## src/design/ksp_pkg.sv

```systemverilog
// Constants, types and reset values of the key-scan port block
// How it works
// Key input port pins read at bank-0 data address 70H.
// In standby, any low key-return input pin raises wake.
// Per-bit direction of bit-direction port one at control nibble 26H.
// Ports one, group one and two drive open-drain: latch 0 pulls low.
// Reading an output-mode bit returns its latch, not the pin.
// Data of ports at 71H, 72H, 73H; write loads latch, read mixes.
// Pull-up on in input mode, off in output mode, for those ports.
// Reset puts every bit of bit-direction port one in input mode.
// Group port one direction follows bit 2 of nibble 37H.
// Group port two direction follows bit 3 of nibble 37H.
// Reset makes both group ports outputs with cleared latches.
// Port two direction per bit at nibble 27H; data at 6FH.
// Port two pull-ups per bit at 17H; stay on in output mode.
// Reset puts every bit of bit-direction port two in input mode.
// Single-bit port direction fixed at build; data at bank-1 70H; no wake.
// Reset releases the single-bit port output.
// Chosen edge of interrupt pin sets flag at nibble 3EH bit 0.
// Live interrupt pin level reads at nibble 0FH bit 0.
// Turning a pin to output drives its existing latch at once.
// Control space 00H-3FH ignores bank; 40H-7FH aliases data memory.
// Read op copies nibble to window; write op copies window in.
// Writes to read-only or unused nibbles do nothing.
// Software clears port two pull-up enables itself when wanted.
// All pin inputs pass a two-stage synchroniser before use.
package ksp_pkg;

   // Data memory port register addresses
   localparam logic [6:0] ADDR_PORT_E   = 7'h6f;
   localparam logic [6:0] ADDR_PORT_A   = 7'h70;
   localparam logic [6:0] ADDR_PORT_B   = 7'h71;
   localparam logic [6:0] ADDR_PORT_C   = 7'h72;
   localparam logic [6:0] ADDR_PORT_D   = 7'h73;
   localparam logic [6:0] ADDR_SBP      = 7'h70;

   // Control nibble addresses
   localparam logic [6:0] RF_PU_E       = 7'h17;
   localparam logic [6:0] RF_DIR_B      = 7'h26;
   localparam logic [6:0] RF_DIR_E      = 7'h27;
   localparam logic [6:0] RF_GRP_DIR    = 7'h37;
   localparam logic [6:0] RF_IRQ        = 7'h3e;
   localparam logic [6:0] RF_INT_LVL    = 7'h0f;

   // Field positions
   localparam int         GRP_C_BIT     = 2;
   localparam int         GRP_D_BIT     = 3;
   localparam int         RF_ALIAS_BIT  = 6;

   // Reset values
   localparam logic [3:0] DIR_RST       = 4'h0;
   localparam logic [3:0] PU_E_RST      = 4'h0;
   localparam logic [3:0] LATCH_RST     = 4'h0;
   localparam logic       GRP_RST       = 1'b1;
   localparam logic       SBP_LATCH_RST = 1'b1;

   // Synchronised pin inputs
   typedef struct packed {
      logic [3:0] a;
      logic [3:0] b;
      logic [3:0] c;
      logic [3:0] d;
      logic [3:0] e;
      logic       sbp;
      logic       intp;
   } ksp_pins_t;

   // Pin drive: open-drain ports have out, oe; pull-up enables
   typedef struct packed {
      logic [3:0] b_out;
      logic [3:0] b_oe;
      logic [3:0] b_pu;
      logic [3:0] c_out;
      logic [3:0] c_oe;
      logic [3:0] c_pu;
      logic [3:0] d_out;
      logic [3:0] d_oe;
      logic [3:0] d_pu;
      logic [3:0] e_out;
      logic [3:0] e_oe;
      logic [3:0] e_pu;
      logic       sbp_out;
      logic       sbp_oe;
   } ksp_drive_t;

   // Whole state of the port block
   typedef struct packed {
      logic [3:0] latch_b;
      logic [3:0] latch_c;
      logic [3:0] latch_d;
      logic [3:0] latch_e;
      logic       latch_sbp;
      logic [3:0] dir_b;
      logic [3:0] dir_e;
      logic [3:0] pu_e;
      logic       grp_c;
      logic       grp_d;
      logic       irq;
      logic       int_prev;
      logic       edge_armed;
      ksp_drive_t drive;
      logic [3:0] dm_rdata;
      logic       dm_hit;
      logic [3:0] win_data;
      logic       win_load;
      logic       rf_mem_alias;
      logic       wake;
   } ksp_state_t;

   // Drive after reset: groups low, others released, pull-ups per mode except port two, whose pull-ups are off
   localparam ksp_drive_t DRIVE_RST = '{
      b_out: 4'h0, b_oe: 4'h0, b_pu: 4'hf,
      c_out: 4'h0, c_oe: 4'hf, c_pu: 4'h0,
      d_out: 4'h0, d_oe: 4'hf, d_pu: 4'h0,
      e_out: 4'h0, e_oe: 4'h0, e_pu: 4'h0,
      sbp_out: 1'b0, sbp_oe: 1'b0};

   localparam ksp_state_t STATE_RST = '{
      latch_b: LATCH_RST, latch_c: LATCH_RST, latch_d: LATCH_RST,
      latch_e: LATCH_RST, latch_sbp: SBP_LATCH_RST,
      dir_b: DIR_RST, dir_e: DIR_RST, pu_e: PU_E_RST,
      grp_c: GRP_RST, grp_d: GRP_RST, irq: 1'b0, int_prev: 1'b0,
      edge_armed: 1'b0, drive: DRIVE_RST, dm_rdata: 4'h0, dm_hit: 1'b0,
      win_data: 4'h0, win_load: 1'b0, rf_mem_alias: 1'b0, wake: 1'b0};

endpackage : ksp_pkg

```

## src/design/ksp_port_block.sv

```systemverilog
// Key-scan port block: port latches, directions, pull-ups, interrupt pin
`timescale 1ns/100ps
module ksp_port_block #(
   parameter bit SBP_OUTPUT = 1'b1
) (
   input  wire logic               clk,
   input  wire logic               rst_n,
   input  wire ksp_pkg::ksp_pins_t pins_in,
   output ksp_pkg::ksp_drive_t     drive,
   input  wire logic               dm_rd,
   input  wire logic               dm_wr,
   input  wire logic               dm_bank,
   input  wire logic [6:0]         dm_addr,
   input  wire logic [3:0]         dm_wdata,
   output logic      [3:0]         dm_rdata,
   output logic                    dm_hit,
   input  wire logic               rf_rd,
   input  wire logic               rf_wr,
   input  wire logic [6:0]         rf_addr,
   input  wire logic [3:0]         win_value,
   output logic      [3:0]         win_data,
   output logic                    win_load,
   output logic                    rf_mem_alias,
   input  wire logic               int_edge_rising,
   input  wire logic               standby,
   output logic                    wake,
   output logic                    irq_flag
);

   ksp_pkg::ksp_state_t q_reg;
   ksp_pkg::ksp_state_t q_next;
   ksp_pkg::ksp_pins_t  pins_s;

   // Bit read: latch where output, synchronised pin where input
   function automatic logic [3:0] port_read(input logic [3:0] dir,
                                            input logic [3:0] latch,
                                            input logic [3:0] pin);
      port_read = (dir & latch) | (~dir & pin);
   endfunction : port_read

   // Open-drain enable: pull low only for an output bit with latch 0
   function automatic logic [3:0] od_enable(input logic [3:0] dir,
                                            input logic [3:0] latch);
      od_enable = dir & ~latch;
   endfunction : od_enable

   // Pin inputs resynchronised before any use
   ksp_sync #(
      .W ($bits(ksp_pkg::ksp_pins_t))
   ) u_sync (
      .clk   (clk),
      .rst_n (rst_n),
      .d     (pins_in),
      .q     (pins_s)
   );

   // Next-state logic
   always_comb
   begin
      logic       m_wr;
      logic       m_bank;
      logic [6:0] m_addr;
      logic [3:0] m_data;
      logic       r_bank;
      logic [6:0] r_addr;
      logic [3:0] m_rval;
      logic       m_rhit;
      logic [3:0] c_rval;
      logic       int_edge;
      logic [3:0] dir_c;
      logic [3:0] dir_d;
      m_wr     = 1'b0;
      m_bank   = dm_bank;
      m_addr   = dm_addr;
      m_data   = dm_wdata;
      r_bank   = dm_bank;
      r_addr   = dm_addr;
      m_rval   = 4'h0;
      m_rhit   = 1'b0;
      c_rval   = 4'h0;
      int_edge = 1'b0;
      dir_c    = 4'h0;
      dir_d    = 4'h0;

      q_next              = q_reg;
      q_next.win_load     = 1'b0;
      q_next.rf_mem_alias = 1'b0;
      q_next.edge_armed   = 1'b1;
      q_next.int_prev     = pins_s.intp;

      // Upper half of control space reaches data memory in current bank
      if (rf_wr && rf_addr[ksp_pkg::RF_ALIAS_BIT])
      begin
         m_wr   = 1'b1;
         m_addr = rf_addr;
         m_data = win_value;
      end
      else if (dm_wr)
      begin
         m_wr = 1'b1;
      end
      if (rf_rd && rf_addr[ksp_pkg::RF_ALIAS_BIT])
         r_addr = rf_addr;

      // Port register read decode
      if (!r_bank)
      begin
         case (r_addr)
            ksp_pkg::ADDR_PORT_A:
            begin
               m_rval = pins_s.a;
               m_rhit = 1'b1;
            end
            ksp_pkg::ADDR_PORT_B:
            begin
               m_rval = port_read(q_reg.dir_b, q_reg.latch_b, pins_s.b);
               m_rhit = 1'b1;
            end
            ksp_pkg::ADDR_PORT_C:
            begin
               m_rval = port_read({4{q_reg.grp_c}}, q_reg.latch_c, pins_s.c);
               m_rhit = 1'b1;
            end
            ksp_pkg::ADDR_PORT_D:
            begin
               m_rval = port_read({4{q_reg.grp_d}}, q_reg.latch_d, pins_s.d);
               m_rhit = 1'b1;
            end
            ksp_pkg::ADDR_PORT_E:
            begin
               m_rval = port_read(q_reg.dir_e, q_reg.latch_e, pins_s.e);
               m_rhit = 1'b1;
            end
            default:
            begin
               m_rval = 4'h0;
               m_rhit = 1'b0;
            end
         endcase
      end
      else if (r_addr == ksp_pkg::ADDR_SBP)
      begin
         m_rval = {3'h0, SBP_OUTPUT ? q_reg.latch_sbp : pins_s.sbp};
         m_rhit = 1'b1;
      end

      // Port register write decode; key input port is read-only
      if (m_wr)
      begin
         if (!m_bank)
         begin
            case (m_addr)
               ksp_pkg::ADDR_PORT_B: q_next.latch_b = m_data;
               ksp_pkg::ADDR_PORT_C: q_next.latch_c = m_data;
               ksp_pkg::ADDR_PORT_D: q_next.latch_d = m_data;
               ksp_pkg::ADDR_PORT_E: q_next.latch_e = m_data;
               default:              q_next.latch_b = q_reg.latch_b;
            endcase
         end
         else if (m_addr == ksp_pkg::ADDR_SBP)
         begin
            q_next.latch_sbp = m_data[0];
         end
      end

      // Data memory side answer
      if (dm_rd)
      begin
         q_next.dm_rdata = m_rval;
         q_next.dm_hit   = m_rhit;
      end

      // Control nibble read decode, bank ignored
      case (rf_addr)
         ksp_pkg::RF_PU_E:    c_rval = q_reg.pu_e;
         ksp_pkg::RF_DIR_B:   c_rval = q_reg.dir_b;
         ksp_pkg::RF_DIR_E:   c_rval = q_reg.dir_e;
         ksp_pkg::RF_GRP_DIR: c_rval = {q_reg.grp_d, q_reg.grp_c, 2'h0};
         ksp_pkg::RF_IRQ:     c_rval = {3'h0, q_reg.irq};
         ksp_pkg::RF_INT_LVL: c_rval = {3'h0, pins_s.intp};
         default:             c_rval = 4'h0;
      endcase

      // Read op loads the window register
      if (rf_rd)
      begin
         q_next.win_load = 1'b1;
         if (rf_addr[ksp_pkg::RF_ALIAS_BIT])
         begin
            q_next.win_data     = m_rval;
            q_next.rf_mem_alias = !m_rhit;
         end
         else
         begin
            q_next.win_data = c_rval;
         end
      end

      // Write op stores the window into control nibbles
      if (rf_wr && !rf_addr[ksp_pkg::RF_ALIAS_BIT])
      begin
         case (rf_addr)
            ksp_pkg::RF_PU_E:  q_next.pu_e  = win_value;
            ksp_pkg::RF_DIR_B: q_next.dir_b = win_value;
            ksp_pkg::RF_DIR_E: q_next.dir_e = win_value;
            ksp_pkg::RF_GRP_DIR:
            begin
               q_next.grp_c = win_value[ksp_pkg::GRP_C_BIT];
               q_next.grp_d = win_value[ksp_pkg::GRP_D_BIT];
            end
            ksp_pkg::RF_IRQ:   q_next.irq   = win_value[0];
            default:           q_next.irq   = q_next.irq;
         endcase
      end
      if (rf_wr && rf_addr[ksp_pkg::RF_ALIAS_BIT])
         q_next.rf_mem_alias = 1'b1;

      // Interrupt edge detect; a set beats a clear in the same cycle
      if (int_edge_rising)
         int_edge = pins_s.intp & ~q_reg.int_prev;
      else
         int_edge = ~pins_s.intp & q_reg.int_prev;
      if (q_reg.edge_armed && int_edge)
         q_next.irq = 1'b1;

      // Wake request from any low key-return input
      dir_c = {4{q_reg.grp_c}};
      dir_d = {4{q_reg.grp_d}};
      q_next.wake = standby &&
                    ((|(~pins_s.a)) ||
                     (|(~pins_s.b & ~q_reg.dir_b)) ||
                     (|(~pins_s.c & ~dir_c)) ||
                     (|(~pins_s.d & ~dir_d)));

      // Pin drive follows new mode and latch in the same edge
      q_next.drive.b_out   = 4'h0;
      q_next.drive.c_out   = 4'h0;
      q_next.drive.d_out   = 4'h0;
      q_next.drive.sbp_out = 1'b0;
      q_next.drive.b_oe    = od_enable(q_next.dir_b, q_next.latch_b);
      q_next.drive.c_oe    = od_enable({4{q_next.grp_c}}, q_next.latch_c);
      q_next.drive.d_oe    = od_enable({4{q_next.grp_d}}, q_next.latch_d);
      q_next.drive.b_pu    = ~q_next.dir_b;
      q_next.drive.c_pu    = {4{~q_next.grp_c}};
      q_next.drive.d_pu    = {4{~q_next.grp_d}};
      q_next.drive.e_out   = q_next.latch_e;
      q_next.drive.e_oe    = q_next.dir_e;
      q_next.drive.e_pu    = q_next.pu_e;
      q_next.drive.sbp_oe  = SBP_OUTPUT & ~q_next.latch_sbp;
   end

   // State register; reset sets modes, latches and drive
   always_ff @(posedge clk)
   begin
      if (!rst_n)
         q_reg <= ksp_pkg::STATE_RST;
      else
         q_reg <= q_next;
   end

   // Outputs straight from the state register
   assign drive        = q_reg.drive;
   assign dm_rdata     = q_reg.dm_rdata;
   assign dm_hit       = q_reg.dm_hit;
   assign win_data     = q_reg.win_data;
   assign win_load     = q_reg.win_load;
   assign rf_mem_alias = q_reg.rf_mem_alias;
   assign wake         = q_reg.wake;
   assign irq_flag     = q_reg.irq;
endmodule : ksp_port_block

```

## src/design/ksp_sync.sv

```systemverilog
// Two-stage synchroniser for the port pin inputs
`timescale 1ns/100ps
module ksp_sync #(
   parameter int W = 22
) (
   input  wire logic         clk,
   input  wire logic         rst_n,
   input  wire logic [W-1:0] d,
   output logic      [W-1:0] q
);

   typedef struct packed {
      logic [W-1:0] s1;
      logic [W-1:0] s2;
   } ksp_sync_t;

   ksp_sync_t st_reg;
   ksp_sync_t st_next;

   // First stage feeds only the second
   always_comb
   begin
      st_next.s1 = d;
      st_next.s2 = st_reg.s1;
   end

   // Stage registers; reset preloads pin levels so no false edge follows
   always_ff @(posedge clk)
   begin
      if (!rst_n)
         st_reg <= '{s1: d, s2: d};
      else
         st_reg <= st_next;
   end

   assign q = st_reg.s2;

endmodule : ksp_sync

```

## config.mk

```make
export PLATFORM = sky130hd
export DESIGN_NAME = ksp_port_block
export DESIGN_NICKNAME = d
export VERILOG_FILES = /design/src/design/ksp_pkg.sv /design/src/design/ksp_port_block.sv /design/src/design/ksp_sync.sv
export SDC_FILE = /design/constraint.sdc
export NUM_CORES = 1
export LEC_CHECK = 0
export ABC_AREA = 1
export BUFFER_PORTS_ARGS = -buffer_cell sky130_fd_sc_hd__buf_2
export CAP_MARGIN = 20
export CORE_MARGIN = 1.5
export CORE_UTILIZATION = 53
export CTS_CLUSTER_DIAMETER = 50
export DETAILED_ROUTE_END_ITERATION = 7
export GPL_TIMING_DRIVEN = 0
export PLACE_DENSITY = 0.86
export SETUP_SLACK_MARGIN = 0.4
export SLEW_MARGIN = 5
export SYNTH_ARGS = -nofsm -noshare
export SYNTH_HDL_FRONTEND = slang
export SYNTH_HIERARCHICAL = 1
export SYNTH_SLANG_ARGS = --single-unit
```

## constraint.sdc

```tcl
create_clock -name clk -period 1.79 [get_ports clk]
set_input_delay 0.0895 -clock clk [delete_from_list [all_inputs] [get_ports clk]]
set_output_delay 0.0895 -clock clk [all_outputs]
set_load 0.05 [all_outputs]
```

# == Word level (Yosys, flattened, before mapping) ==
# Index checks and enable logic that the tools add are counted.
# classes
eq_ne,16
muxes,35
n_bitwise,37
n_reduce_logical,18
# op_table
cell,n
$eq A7 B7 Y1 const B,10
$mux W63,1
$and A4 B4 Y4,14
$not A4 Y4,12
$mux W4,10
$eq A7 B6 Y1 const B,4
$pmux W4 S6,1
$mux W22,1
$pmux W4 S5,1
$mux W17,1
$mux W16,1
$or A4 B4 Y4,4
$reduce_or A4 Y1,4
$mux W15,1
$mux W7,2
$mux W1,13
$eq A7 B4 Y1 const B,1
$eq A7 B5 Y1 const B,1
$mux W6,1
$logic_and A1 B1 Y1,5
$mux W5,1
$not A1 Y1,5
$reduce_or A5 Y1,1
$reduce_bool A2 Y1,2
5 further kinds,9
# word_totals
reg_bits,122
in_bits,53
out_inout_bits,63
wordCells,138

# == Longest topological paths before layout ==
# logic_depth
word_depth,11
mapped_depth,14
depth_no_buf,13

# == Hierarchy ==
# The synthesis kept the hierarchy.
# modules_own_cells
mod,n_inst,cells_per_inst,area_each_um2
ksp_port_block,1,524,3633.5
ksp_sync,1,115,1169.9

# == Least setup slack after synthesis ==
# OpenSTA, ideal clock, no wires.
# synth_timing
kind,input to register
startpoint,input port rf_addr[6]
endpoint,register (tool-made name)
setup_ps,120
arrival_time_ps,1226
setup_slack_ps,444
cell_stages,10
n_path_buf,2
path_cell_list,buf_6 > nand2_8 > buf_6 > nand2_1 > o21ai_2 > nand2_2 > nor3b_2 > nand4_2 > o21ai_0 > a21oi_1
# synth_lines
element,line,rtl
"start, declared",ksp_port_block.sv:19,"input wire logic [6:0] rf_addr,"

# == Final worst setup path ==
# layout_timing
startpoint,register q_reg[65] in the netlist's numbering
endpoint,"register q_reg, in the netlist win_data[1]"
# layout_via
elab_chain_cells,6
word_cells_on_any_way,7
# layout_rtl
element,line,rtl
"start, declared",ksp_port_block.sv:30,ksp_pkg::ksp_state_t q_reg;
"start signal, assigned",ksp_port_block.sv:256,q_reg <= ksp_pkg::STATE_RST;
"start signal, assigned",ksp_port_block.sv:258,q_reg <= q_next;
$not A4 Y4,ksp_port_block.sv:38,port_read = (dir & latch) | (~dir & pin);
$and A4 B4 Y4,ksp_port_block.sv:38,
$or A4 B4 Y4 (*),ksp_port_block.sv:38,
$pmux W4 S5 (*),ksp_port_block.sv:108,case (r_addr)
$mux W4 (*),ksp_port_block.sv:106,if (!r_bank)
$mux W4 (*),ksp_port_block.sv:188,if (rf_addr[ksp_pkg::RF_ALIAS_BIT])
# Every way passes the cells marked *; elsewhere a longest branch is shown, timed or not.
# A chain may end at the register's enable or synchronous reset.

==> results.py <==
metrics = {
    "status": {
        "status": "completed",
    },
    "timing": {
        "rsz0062_at_grt": "true",
        "period_share_pct": 73.6,
        "holdWs_ns": 0.00796,
        "fin_crit_ns": 1.32,
        "drv_slew": 0,
        "finalSetupTns_ns": 0,
        "skew_ns": 0.0141,
        "max_freq_ghz": 0.759,
        "slew_headroom_pct": 55.2,
        "hold_violations": 0,
        "setup_viol": 0,
        "tightest_slew_ns": 0.672,
    },
    "final_layout": {
        "syn_to_final_growth_pct": 24.7,
        "nFillCells": 724,
        "num_antenna_cells": 0,
        "drive_gt1_share_pct": 29.3,
        "final_area_um2": 5930,
        "post-route-util_pct": 68.0,
        "nNetsFinal": 834,
    },
    "power": {
        "power_switching_share_pct": 28.9,
        "pwr-share-comb_pct": 13.1,
        "p_per_area_nw_per_um2": 760,
        "switchingPower_mw": 1.30,
        "clkPwrFrac_pct": 31.6,
        "pwr-share-seq_pct": 55.3,
        "power.internal_mw": 3.20,
        "p_leak_nw": 3.04,
        "power.total_mw": 4.50,
        "peakVddDrop_mv": 0.592,
    },
    "drt": {
        "vias": 4393,
        "drt_iter0_drc": 373,
        "finalWirelength_mm": 12.7,
        "viasPerCell": 4.91,
        "post-route-drc-count": 0,
        "final_antenna_net_count": 0,
        "dr.pass1.iters": 5,
        "wire_per_inst_um": 14.2,
    },
    "logic_synthesis": {
        "synth_area_um2": 4750,
        "synth_cells": 634,
        "post_synth.cell_area_avg_um2": 7.50,
        "synth_warnings": 6,
    },
    "worst_setup_path": {
        "worstPathArrival_ns": 1.55,
        "rrSetupSlack_ns": 0.47,
        "reg2regPathDepth": 7,
        "cp-end-kind": "flop",
        "startpoint_type": "flop",
        "r2r-end": "win_data[1]",
        "critical_path_required_ns": 2.02,
        "worstReg2RegStart": "q_reg[65]",
        "crit_fanout": 6,
        "criticalPathCategory": "flop to flop",
    },
    "global_route": {
        "grt_start_max_net_pins": 20,
        "grt_pass1_wl_mm": 20.1,
        "antenna_found_initial": 0,
        "grt_usage_pct": 27.0,
        "grt-ovfl-total": 0,
        "grt_pass1_vias": 4117,
    },
    "min_path": {
        "hold_class": "input pin to flop",
        "min_path_cells": 3,
        "hold_path_end": "win_load",
        "min_from": "rf_rd",
    },
    "cts": {
        "clock_latency_ns": 0.37,
        "cts-root-buf": "clkbuf_8",
        "cts.sinks": 107,
        "cts_max_level": 3,
        "clockBufferDepth": 2,
        "cts_tree": "built",
        "clkTransAtPathRegs_ns": 0.11,
        "cts-buffers-inserted": 9,
    },
    "floorplan": {
        "die_w_um": 97.7,
        "start_util_pct": 54.5,
        "ios": 116,
        "dieArea_um2": 9540,
        "rows": 34,
        "core_area_um2": 8720,
        "fp.dieH_um": 97.7,
    },
    "placement": {
        "port_buffers": 98,
        "placed_area_um2": 5420,
        "post-dp-hpwl_mm": 9.62,
        "gp_congestion": 0.927,
    },
    "flow_run": {
        "maxCapViolCount": 0,
    },
}
## power groups by stage
stage	clock network, mW	registers (mW)	logic (mW)
CTS	1.43	2.49	0.574
global placement	0	2.55	0.527
finish	1.42	2.49	0.591
global route	1.52	2.50	0.643
floorplan	0	2.56	0.353
detailed placement	0	2.55	0.533
## how the worst max path moves through the flow
| stage | start | end | slack, ns | cells past startpoint |
|---|---|---|---|---|
| 2_1_floorplan | rf_addr[6] | flop | 0.44 | 10 |
| 3_3_place_gp | rf_wr | drive[42] | 0.05 | 8 |
| 3_5_place_dp | rf_wr | q_reg[92] | 0.01 | 7 |
| 4_1_cts | q_reg[65] | dm_rdata[0] | 0.41 | 10 |
| 5_1_grt | q_reg[65] | win_data[2] | 0.35 | 7 |
| 6_report | q_reg[65] | win_data[1] | 0.47 | 7 |
## timing repair
item / in CTS / in global routing
hold buffers: 23 / 0
endpoints found under the hold margin: 44 / 0
endpoints found under the setup margin: 14 / 28
pin swaps: 1 / 9
buffers inserted: 0 / 3
gates resized for setup: 8 / 18
## cell usage in the layout (no fill, tap or decap), types with 5 or more instances in the layout
cell             n
a21oi_1         35
buf_2           98
buf_4           64
clkbuf_1         5
clkbuf_8         9
conb_1          13
dfxtp_1        105
dlygate4sd3_1   23
inv_1           69
inv_2           10
mux2i_1          6
nand2_1        154
nand2_2          6
nand3_1         22
nand4_1          6
nor2_1          59
nor2_2           5
o21ai_0         29
o21ai_1         14
o21ai_2          5
o22ai_1          5
## area by class of cell
| cell class | count | area, um2 | share of cell area (%) |
|---|---|---|---|
| Buffer | 71 | 538 | 9.08 |
| Clock buffer | 10 | 128 | 2.15 |
| Clock inverter | 6 | 56.3 | 0.950 |
| Inverter | 83 | 322 | 5.42 |
| Multi-Input combinational cell | 385 | 1860 | 31.4 |
| Sequential cell | 107 | 2150 | 36.2 |
| Tap cell | 108 | 135 | 2.28 |
| Timing Repair Buffer | 124 | 743 | 12.5 |
## routing by layer
| metal | GRT usage [%] | share of wire [%] | vias up |
|---|---|---|---|
| met2 | 46.9 | 49 | 180 |
| met5 | 0 | 0 | - |
| met3 | 4.60 | 6.3 | 22 |
| li1 | - | - | 2209 |
| met4 | 8.68 | 2.1 | 0 |
| met1 | 33.9 | 42 | 1982 |
## per-stage QoR
step                      setup WS [ns]  instances
after detailed placement         0.0143        852
after global placement           0.0539        852
after floorplan                   0.444        646
final                             0.473        894
after CTS                         0.408        891
after global routing              0.345        894
## worst max-delay path, cell delays in order (launching register included)
cell	delay, ns
dfxtp_2	0.35
buf_8	0.12
mux2i_1	0.19
nor2_1	0.07
nor2_1	0.08
nand4_1	0.17
nand3_1	0.14
a21oi_1	0.07
Note: power is estimated with default switching activity, not from simulation.
